==> config.mk <==
export PLATFORM = sky130hd
export DESIGN_NAME = link_regs
export DESIGN_NICKNAME = d
export VERILOG_FILES = /design/src/design/link_regs_pkg.sv /design/src/design/link_regs.sv
export SDC_FILE = /design/constraint.sdc
export NUM_CORES = 1
export LEC_CHECK = 0
export ABC_AREA = 1
export BUFFER_PORTS_ARGS = -buffer_cell sky130_fd_sc_hd__buf_2
export CAP_MARGIN = 30
export CORE_UTILIZATION = 56
export DETAILED_ROUTE_END_ITERATION = 8
export HOLD_SLACK_MARGIN = 0.06
export PLACE_DENSITY = 0.92
export SYNTH_ARGS = -nofsm -noshare
export SYNTH_HDL_FRONTEND = slang
export SYNTH_SLANG_ARGS = --single-unit
==> constraint.sdc <==
create_clock -name clk_i -period 2.2 [get_ports clk_i]
set_clock_uncertainty 0.2 [all_clocks]
set_input_delay 0.22 -clock clk_i [delete_from_list [all_inputs] [get_ports clk_i]]
set_output_delay 0.22 -clock clk_i [all_outputs]
set_load 0.1 [all_outputs]
==> src/design/link_regs_pkg.sv <==
// Behaviour
// (RULE1) rate field: 00 oscillator, 01 bus clock, 10 bus/2, 11 bus/4, 1.048576 MHz
// (RULE2) software never programs the rate field to code 11 on this variant
// (RULE3) with enable set, requests hold until each source is cleared by its access
// (RULE4) wake-up requests are raised even with interrupts disabled
// (RULE5) with enable clear no requests; pending ones may be dropped
// (RULE6) in cpu wait the internal clocks stop if wait-clock bit set
// (RULE7) status register: only bits 2 and 3 live, rest zero, writes ignored
// (RULE8) status flags mirror their pending requests; wake-ups leave them alone
// (RULE9) tx done sets after check byte sent; any tx count access clears it
// (RULE10) rx done clears on access only if nothing more buffered; re-sets at once
// (RULE11) request raised while a flag is set and enabled; clearing withdraws it
// (RULE12) stop-mode wake request sets no flag; any rx status access clears it
// (RULE13) tx count: 4-bit length in bits 3..0, upper bits zero, resets to zero
// (RULE14) writing a valid length starts transmission, check byte appended after body
// (RULE15) lengths 01..0B valid; zero or 0C and above are rejected, not sent
// (RULE16) software loads buffer first, writes length last, never during abort request
// (RULE17) tx count clears itself at the end of every transmission
// (RULE18) rx count shows body bytes of visible buffer, up to 11, no check byte
// (RULE19) good reception: buffer visible, count updated, rx done set, request raised
// (RULE20) any write to rx status releases visible buffer and exposes the waiting one
// (RULE21) after release software waits for rx done before touching rx status again
// (RULE22) oldest message shown first; a third message while both full is ignored
// (RULE23) prescaler makes a one-cycle enable pulse at the selected division
package link_regs_pkg;

	// ----------------------------------------------------------------
	// register map
	// ----------------------------------------------------------------
	localparam logic [7:0] OFS_LINK_CONTROL      = 8'h0E;
	localparam logic [7:0] OFS_LINK_STATUS       = 8'h0F;
	localparam logic [7:0] OFS_TX_LENGTH_CONTROL = 8'h10;
	localparam logic [7:0] OFS_RX_COUNT_STATUS   = 8'h11;

	// ----------------------------------------------------------------
	// link_control fields
	// ----------------------------------------------------------------
	localparam int BIT_WAIT_CLOCK_STOP  = 0;
	localparam int BIT_LINK_IRQ_ENABLE  = 1;
	localparam int BIT_RATE_SELECT_LOW  = 4;
	localparam int BIT_RATE_SELECT_HIGH = 5;

	// ----------------------------------------------------------------
	// link_status fields
	// ----------------------------------------------------------------
	localparam int BIT_RX_DONE_FLAG = 2;
	localparam int BIT_TX_DONE_FLAG = 3;

	// ----------------------------------------------------------------
	// reset values and limits
	// ----------------------------------------------------------------
	localparam logic [3:0] TX_LEN_RESET = 4'h0;
	localparam logic [3:0] TX_LEN_MIN   = 4'h1;
	localparam logic [3:0] TX_LEN_MAX   = 4'hB;
	localparam logic [3:0] RX_CNT_MAX   = 4'hB;
	localparam logic [1:0] RATE_RESET   = 2'h0;

	// ----------------------------------------------------------------
	// rate codes and link base clock
	// ----------------------------------------------------------------
	localparam logic [1:0] RATE_OSC      = 2'h0;
	localparam logic [1:0] RATE_BUS_DIV1 = 2'h1;
	localparam logic [1:0] RATE_BUS_DIV2 = 2'h2;
	localparam logic [1:0] RATE_BUS_DIV4 = 2'h3;
	localparam int         LINK_BASE_HZ  = 1048576;

endpackage : link_regs_pkg

==> src/design/link_regs.sv <==
// The address-and-strobe port is this design's own decision.
`timescale 1ns/1ps
module link_regs
	import link_regs_pkg::*;
(
	input  wire logic       clk_i,
	input  wire logic       rstn_i,
	input  wire logic [7:0] addr_i,
	input  wire logic [7:0] wdata_i,
	input  wire logic       wr_i,
	input  wire logic       rd_i,
	output logic      [7:0] rdata_o,
	input  wire logic       osc_tick_i,
	input  wire logic       cpu_wait_i,
	input  wire logic       wakeup_i,
	input  wire logic       tx_done_i,
	input  wire logic       tx_end_i,
	input  wire logic       rx_msg_ok_i,
	input  wire logic [3:0] rx_len_i,
	output logic            base_tick_o,
	output logic            clk_run_o,
	output logic            tx_start_o,
	output logic            tx_reject_o,
	output logic      [3:0] tx_len_o,
	output logic            rx_release_o,
	output logic            rx_sel_o,
	output logic            rx_full_o,
	output logic            irq_o
);

	// ----------------------------------------------------------------
	// reset release
	// ----------------------------------------------------------------
	logic rst_meta_r;
	logic rstn_sync_r;

	always_ff @(posedge clk_i or negedge rstn_i) begin
		if (!rstn_i) begin
			rst_meta_r  <= 1'b0;
			rstn_sync_r <= 1'b0;
		end else begin
			rst_meta_r  <= 1'b1;
			rstn_sync_r <= rst_meta_r;
		end
	end

	// ----------------------------------------------------------------
	// state
	// ----------------------------------------------------------------
	typedef struct packed {
		logic            ie;
		logic            wait_clock_stop;
		logic [1:0]      rate;
		logic            locked;
		logic [3:0]      tx_len;
		logic            tx_done;
		logic            rx_done;
		logic            wake;
		logic [1:0]      full;
		logic [1:0][3:0] cnt;
		logic            head;
		logic [1:0]      div;
		logic            tick;
		logic            start;
		logic            reject;
		logic            release_p;
		logic [7:0]      rdata;
	} state_t;

	state_t s_r;
	state_t s_nxt;

	logic acc_ctl;
	logic acc_stat;
	logic acc_tx;
	logic acc_rx;
	logic wr_tx;
	logic wr_rx;
	logic len_ok;
	logic both_full;
	logic rel_now;
	logic tail;

	assign acc_ctl   = (wr_i | rd_i) && addr_i == OFS_LINK_CONTROL;
	assign acc_stat  = (wr_i | rd_i) && addr_i == OFS_LINK_STATUS;
	assign acc_tx    = (wr_i | rd_i) && addr_i == OFS_TX_LENGTH_CONTROL;
	assign acc_rx    = (wr_i | rd_i) && addr_i == OFS_RX_COUNT_STATUS;
	assign wr_tx     = wr_i && acc_tx;
	assign wr_rx     = wr_i && acc_rx;
	assign len_ok    = wdata_i[3:0] >= TX_LEN_MIN && wdata_i[3:0] <= TX_LEN_MAX;
	assign both_full = &s_r.full;
	assign rel_now   = wr_rx && s_r.full[s_r.head];

	// ----------------------------------------------------------------
	// next state
	// ----------------------------------------------------------------
	always_comb begin
		logic [1:0] full_v;
		logic       head_v;
		full_v = s_r.full;
		head_v = s_r.head;
		tail   = 1'b0;
		s_nxt  = s_r;

		// control register: rate and wait bits lock after first write
		if (wr_i && acc_ctl) begin
			s_nxt.ie = wdata_i[BIT_LINK_IRQ_ENABLE];
			if (!s_r.locked) begin
				s_nxt.wait_clock_stop    = wdata_i[BIT_WAIT_CLOCK_STOP];
				s_nxt.rate   = {wdata_i[BIT_RATE_SELECT_HIGH], wdata_i[BIT_RATE_SELECT_LOW]};
				s_nxt.locked = 1'b1;
			end
		end

		// prescaler, halted while internal clocks are stopped
		s_nxt.tick = 1'b0;
		if (clk_run_o) begin
			s_nxt.div = s_r.div + 2'h1;
			unique case (s_r.rate)                                          // RULE1
				RATE_OSC:      s_nxt.tick = osc_tick_i;
				RATE_BUS_DIV1: s_nxt.tick = 1'b1;
				RATE_BUS_DIV2: s_nxt.tick = s_r.div[0];
				RATE_BUS_DIV4: s_nxt.tick = &s_r.div;                        // RULE23
			endcase
		end

		// transmit count and start
		s_nxt.start  = wr_tx && len_ok;                                      // RULE14
		s_nxt.reject = wr_tx && !len_ok;                                     // RULE15
		if (tx_end_i) begin
			s_nxt.tx_len = TX_LEN_RESET;                                     // RULE17
		end
		if (wr_tx) begin
			s_nxt.tx_len = wdata_i[3:0];                                     // RULE13
		end
		if (acc_tx) begin
			s_nxt.tx_done = 1'b0;                                            // RULE9
		end
		if (tx_done_i) begin
			s_nxt.tx_done = 1'b1;                                            // RULE9
		end

		// receive buffers: release first, then accept arrival
		s_nxt.release_p = rel_now;
		if (rel_now) begin
			full_v[head_v] = 1'b0;                                           // RULE20
			head_v         = ~head_v;
		end
		if (acc_rx && !both_full) begin
			s_nxt.rx_done = 1'b0;                                            // RULE10
		end
		if (acc_rx) begin
			s_nxt.wake = 1'b0;                                               // RULE12
		end
		if (wakeup_i) begin
			s_nxt.wake = 1'b1;                                               // RULE4
		end
		if (rx_msg_ok_i && !(&full_v)) begin                                // RULE22
			tail             = full_v[head_v] ? ~head_v : head_v;
			full_v[tail]     = 1'b1;
			s_nxt.cnt[tail]  = rx_len_i > RX_CNT_MAX ? RX_CNT_MAX : rx_len_i;  // RULE18
			s_nxt.rx_done    = 1'b1;                                         // RULE19
		end
		s_nxt.full = full_v;
		s_nxt.head = head_v;

		// read data valid only in the cycle after the read strobe
		s_nxt.rdata = 8'h00;
		if (rd_i) begin
			unique case (addr_i)
				OFS_LINK_CONTROL: begin
					s_nxt.rdata[BIT_WAIT_CLOCK_STOP]  = s_r.wait_clock_stop;
					s_nxt.rdata[BIT_LINK_IRQ_ENABLE]  = s_r.ie;
					s_nxt.rdata[BIT_RATE_SELECT_LOW]  = s_r.rate[0];
					s_nxt.rdata[BIT_RATE_SELECT_HIGH] = s_r.rate[1];
				end
				OFS_LINK_STATUS: begin
					s_nxt.rdata[BIT_TX_DONE_FLAG] = s_r.tx_done;             // RULE7
					s_nxt.rdata[BIT_RX_DONE_FLAG] = s_r.rx_done;             // RULE8
				end
				OFS_TX_LENGTH_CONTROL: s_nxt.rdata[3:0] = s_r.tx_len;
				OFS_RX_COUNT_STATUS: begin
					if (s_r.full[s_r.head]) begin
						s_nxt.rdata[3:0] = s_r.cnt[s_r.head];                // RULE18
					end
				end
				default: s_nxt.rdata = 8'h00;
			endcase
		end
	end

	always_ff @(posedge clk_i or negedge rstn_sync_r) begin
		if (!rstn_sync_r) begin
			s_r        <= '0;
			s_r.rate   <= RATE_RESET;
			s_r.tx_len <= TX_LEN_RESET;
		end else begin
			s_r <= s_nxt;
		end
	end

	// ----------------------------------------------------------------
	// outputs
	// ----------------------------------------------------------------
	assign rdata_o      = s_r.rdata;
	assign base_tick_o  = s_r.tick;
	assign clk_run_o    = !(cpu_wait_i && s_r.wait_clock_stop);                         // RULE6
	assign tx_start_o   = s_r.start;
	assign tx_reject_o  = s_r.reject;
	assign tx_len_o     = s_r.tx_len;
	assign rx_release_o = s_r.release_p;
	assign rx_sel_o     = s_r.head;
	assign rx_full_o    = both_full;
	// flag requests gated by enable; wake-ups always pass
	assign irq_o        = (s_r.ie && (s_r.tx_done || s_r.rx_done))           // RULE11 RULE3 RULE5
	                    || s_r.wake                                          // RULE4
	                    || (cpu_wait_i && s_r.rx_done);                      // RULE4
endmodule : link_regs

# Word level (Yosys, flattened, before mapping)
# Index checks and enable logic that the tools add are counted.
# totals
out_inout_bits	20
memories	0
elab_cells	109
mem_bits_ro	0
latchBits	0
regBits	39
ram_bits	0
# classes
mul	0
bitwise	7
n_shift	0
add_sub_neg	1
order_cmp	8
reduce_logical	33
n_eq_ne	7
mux	33
div_mod_pow	0
# ops
op	count
$mux W4	7
$logic_and A1 B1 Y1	17
$eq A8 B4 Y1 const B	2
$eq A8 B5 Y1 const B	2
$mux W1	15
$pmux W2 S3	2
$bwmux W8	1
$reduce_and A2 Y1	4
$reduce_bool A2 Y1	4
$lt A1 B2 Y1 const B	3
$mux W2	3
$mux W6	1
$demux W4 S1	1
$eq A2 B2 Y1 const B	2
$ge A4 B1 Y1 const B	1
$gt A4 B4 Y1 const B	1
$le A4 B4 Y1 const B	1
$logic_not A1 Y1	4
$pmux W1 S4	1
$logic_or A1 B1 Y1	3
$not A1 Y1	3
$add A2 B1 Y2 const B	1
$and A2 B2 Y2	1
$demux W1 S1	2
other kinds (6)	7

# Depth between registers and ports, before layout
# depth
word_depth	16
depth_mapped	11
depth_no_buf	10

# Worst setup path before layout
# No wires, ideal clock.
# synth_timing
kind	register -> register
startpoint	register s_r, in the netlist rx_sel_o
endpoint	register s_r[22] (netlist bit)
required_ps	1883
slack_ps	-11
n_path_buf	1
stages_incl_launch_ff	11
arrival_time_ps	1894
setup_ps	117
cell_sequence	dfrtp_1 buf_6 nand2_1 nand2_1 nand4_2 nand2_2 nand2_2 nand2_4 nand3_4 nand2_1 nand2_1
# synth_between
elab_chain_cells	15
word_cells_on_any_way	26
cone_classes	order compare: 4; mux: 12; bitwise: 4; reduce/logical: 6
# synth_lines
item	line	rtl
start, declared	link_regs.sv:70	state_t s_r;
start signal, assigned	link_regs.sv:198	s_r <= s_nxt;
$lt A1 B2 Y1 (not written as such) or $ge A1 B1 Y1 (tied branches)	link_regs.sv:146	full_v[head_v] = 1'b0;
$logic_and A1 B1 Y1 (not written as such)	link_regs.sv:146	
$mux W1 (not written as such)	link_regs.sv:146	
$demux W1 S1	link_regs.sv:146	
$not A2 Y2 (no line)	--	
$and A2 B2 Y2 (no line)	--	
$mux W2	link_regs.sv:145	if (rel_now) begin
$mux W1 (not written as such) (2 in a row)	link_regs.sv:159	tail = full_v[head_v] ? ~head_v : head_v;
$mux W1	link_regs.sv:159	
$lt A1 B2 Y1 or $ge A1 B1 Y1 (tied branches)	link_regs.sv:161	s_nxt.cnt[tail] = rx_len_i > RX_CNT_MAX ? RX_CNT_MAX : rx_len_i;
$logic_and A1 B1 Y1 (not written as such)	link_regs.sv:161	
$mux W4	link_regs.sv:161	
$demux W4 S1	link_regs.sv:161	
$bwmux W8	link_regs.sv:161	
# Parallel ways exist; a longest one is shown, timed or not. The select of a mux whose other input is x is not followed.
# A chain may end at the register's enable or synchronous reset.

# Final worst setup path
# layout_timing
startpoint	input wr_i
endpoint	register s_r, in the netlist tx_len_o[3]
# layout_between
elab_chain_cells	4
word_cells_on_any_way	5
cone_classes	mux: 1; bitwise: 1; reduce/logical: 3
# layout_lines
item	line	rtl
start, declared	link_regs.sv:10	input wire logic wr_i,
$or A1 B1 Y1	link_regs.sv:86	assign acc_tx = (wr_i | rd_i) && addr_i == OFS_TX_LENGTH_CONTROL;
$logic_and A1 B1 Y1	link_regs.sv:86	
$logic_and A1 B1 Y1 (*)	link_regs.sv:88	assign wr_tx = wr_i && acc_tx;
$mux W4 or $reduce_bool A2 Y1 (tied branches)	--	
# Mark *: on every way between the ends. The rest lies on a longest branch, timed or not.

==> results.toml <==
[status]
status = "complete, no violations"

[timing]
fmax_mhz = 481.0
finalSetupViolCount = 0
setup_tns_ns = 0
timing_hold_violations_final = 0
maxSlewViolCount = 0
rsz0062_at_grt = "false"
fin_crit_ns = 2.079
fin_crit_sh = 0.9450

[place]
place_congestion = 0.7976
io_buffers = 45
dp_hpwl_um = 2781

[power_and_ir_drop]
power_density_nw_per_um2 = 683.1
p_leak_nw = 1.280
ir_drop_mv = 0.4987

[die]
die_h_um = 60.81
row_count = 20
die_w_um = 60.81
pin_count = 50
core_region_area_um2 = 3178
dieArea_um2 = 3698
start_util = 0.6094

[synthesis]
synth_top_area_cell = "dfrtp_1"
syn_area_per_cell_um2 = 8.647
ys_types = 31
synthTopCellsByArea = "dfrtp_1, nand2_1, inv_1, buf_4, nor2_1"
synth_cells = 224
synth_edf_count = 0
ys.warnings.count = 0
ys_ff_latch = 37
synthesis.area_um2 = 1937
ys.flop_type = "dfrtp_1"
async_reset_ff_frac = 1.000
yosysSeqAreaShare = 0.4780
synthMostInstantiatedCell = "nand2_1"
synthTopCellsByCount = "nand2_1, dfrtp_1, inv_1"
synth_top_area_frac = 0.4780

[setup_path]
worst-setup-path-type = "primary input to flop"
crit_arrival_ns = 2.14
critPathLaunchType = "primary input"
crit_fanout = 7
crit_required_ns = 2.26
critPathCaptureType = "flop"

[worst_hold_path]
hold_path_class = "flop to async pin"

[cells_and_area]
fillers = 203
syn_to_final_growth_pct = 25.52
fin_nets = 318
antenna_cells = 0
utilization = 0.7650
drive_gt1_frac = 0.2639

[global_routing]
grt-ovfl-total = 0
grt_util_met3 = 0.06610
grt_use_total = 0.2703
grt_pass1_wl_um = 7162
use_met2 = 0.4992
top_usage_layer = "met2"
grtUsageMet1 = 0.2747
antenna_found_initial = 0
grt_pass1_vias = 1753
grt_max_degree = 36

[clock_tree]
clock-root-buffer = "clkbuf_4"
h-tree-depth = 2
clockBufferDepth = 2
cts_resized = 0
numCtsBuffers = 5
tritoncts = "done"
cts_num_sinks = 37
clkSlewWorstSetupHoldPaths_ns = 0.14
clk_latency_ns = 0.36

[route]
first_iter_violations = 97
wirelength_um = 4339
first_pass_iters = 4
vias_per_cell = 5.190
drc = 0
drtAntennaViolNets = 0
via_count = 1723
wl_per_cell_um = 13.07

[flow_run]
cap_violations = 0
## registers in the layout, summed over array words and instances, names as in the netlist
register / flops
rstn_sync_r: 1
tx_start_o: 1
tx_reject_o: 1
s_r: 20
rst_meta_r: 1
rx_sel_o: 1
base_tick_o: 1
tx_len_o: 4
rdata_o: 6
rx_release_o: 1
## worst max-delay path, cell delays in order
cell and delay [ns]:
dlygate4sd3_1 0.52, buf_2 0.21, inv_1 0.10, a21oi_1 0.29, nand3_1 0.14, dlygate4sd3_1 0.59, o21ai_0 0.07
## cells by family (layout without fill, tap and decap cells)
| kind of cell | count (synthesis) | in the layout | synth area share |
|---|---|---|---|
| AO/OA/AOI/OAI | 30 | 30 | 0.1014 |
| XOR/XNOR | 1 | 1 | 0.004523 |
| adder cells (fa/ha/maj) | 1 | 1 | 0.006459 |
| buffers and inverters | 47 | 110 | 0.1234 |
| flip-flops | 37 | 37 | 0.4780 |
| multiplexers | 1 | 1 | 0.005814 |
| other | 2 | 3 | 0.003877 |
| AND/OR/NAND/NOR | 105 | 105 | 0.2765 |
## per-layer routing
metal  wire length [µm]  share of wire
met5                  0              0
met1               1631           0.38
met4                122          0.028
met2               2304           0.53
met3                280          0.065
## final timing paths
kind | start | endpoint | slack, ns | cells after the start
max reg2reg | s_r[12]$_DFFE_PN0N_ | base_tick_o$_DFF_PN0_ | 0.32 | 4
min | rstn_sync_r$_DFF_PN0_ | base_tick_o$_DFF_PN0_ | 0.04 | 1
min reg2reg | rstn_sync_r$_DFF_PN0_ | base_tick_o$_DFF_PN0_ | 0.04 | 1
min in group clk_i | rx_len_i[2] | s_r[17]$_DFFE_PN0P_ | 0.06 | 5
max | wr_i | tx_len_o[3]$_DFFE_PN0P_ | 0.12 | 7
max in group asynchronous | rstn_i | rst_meta_r$_DFF_PN0_ | 1.17 | 3
## cells in the final DEF (no fill, tap or decap), drive strengths merged
master	synthesis	routed
a211oi	4	4
a21boi	1	1
a21o	1	1
a21oi	9	9
and2	1	1
buf	14	46
bufinv	0	1
clkbuf	0	5
clkinv	0	1
clkinvlp	0	1
conb	2	3
dfrtp	37	37
dlygate4sd3	0	23
ha	1	1
inv	33	33
mux2	1	1
nand2	59	59
nand3	10	10
nand4	10	10
nor2	22	22
nor3	3	3
o21ai	8	8
o21bai	4	4
o22ai	2	2
o31ai	1	1
xor2	1	1
## cell type report
cell class	instances	area [µm²]	area share
flip-flops and latches	37	927.1	0.3814
multi-input cells	141	775.7	0.3191
repair buffers	69	462.9	0.1904
inverters	33	126.4	0.05198
well taps	44	55.05	0.02265
clock inverters	3	46.29	0.01904
clock buffers	5	37.54	0.01544
## where the power goes
group	switching (mW)	total, mW	internal (mW)
clock network	0.243	0.483	0.241
registers	0.0560	0.817	0.761
logic	0.243	0.360	0.118
## through the flow
step,instance area [µm²],setup WS [ns],power [mW],hold WS [ns],cells
5_1_grt,2431,0.06078,1.737,0.09024,332
3_5_place_dp,2117,0.4556,1.163,-0.1932,301
6_report,2431,0.1211,1.661,0.04023,332
2_1_floorplan,1942,0.2676,1.086,-0.2756,225
4_1_cts,2431,0.2688,1.653,0.06009,332
3_3_place_gp,2117,0.4856,1.149,-0.1944,301
## repair_timing
| action | in CTS | in global routing |
|---|---|---|
| hold buffers | 23 | 0 |
| hold endpoints to repair | 29 | 0 |
| buffers inserted | 0 | 0 |
Note: power is estimated with default switching activity, not from simulation.
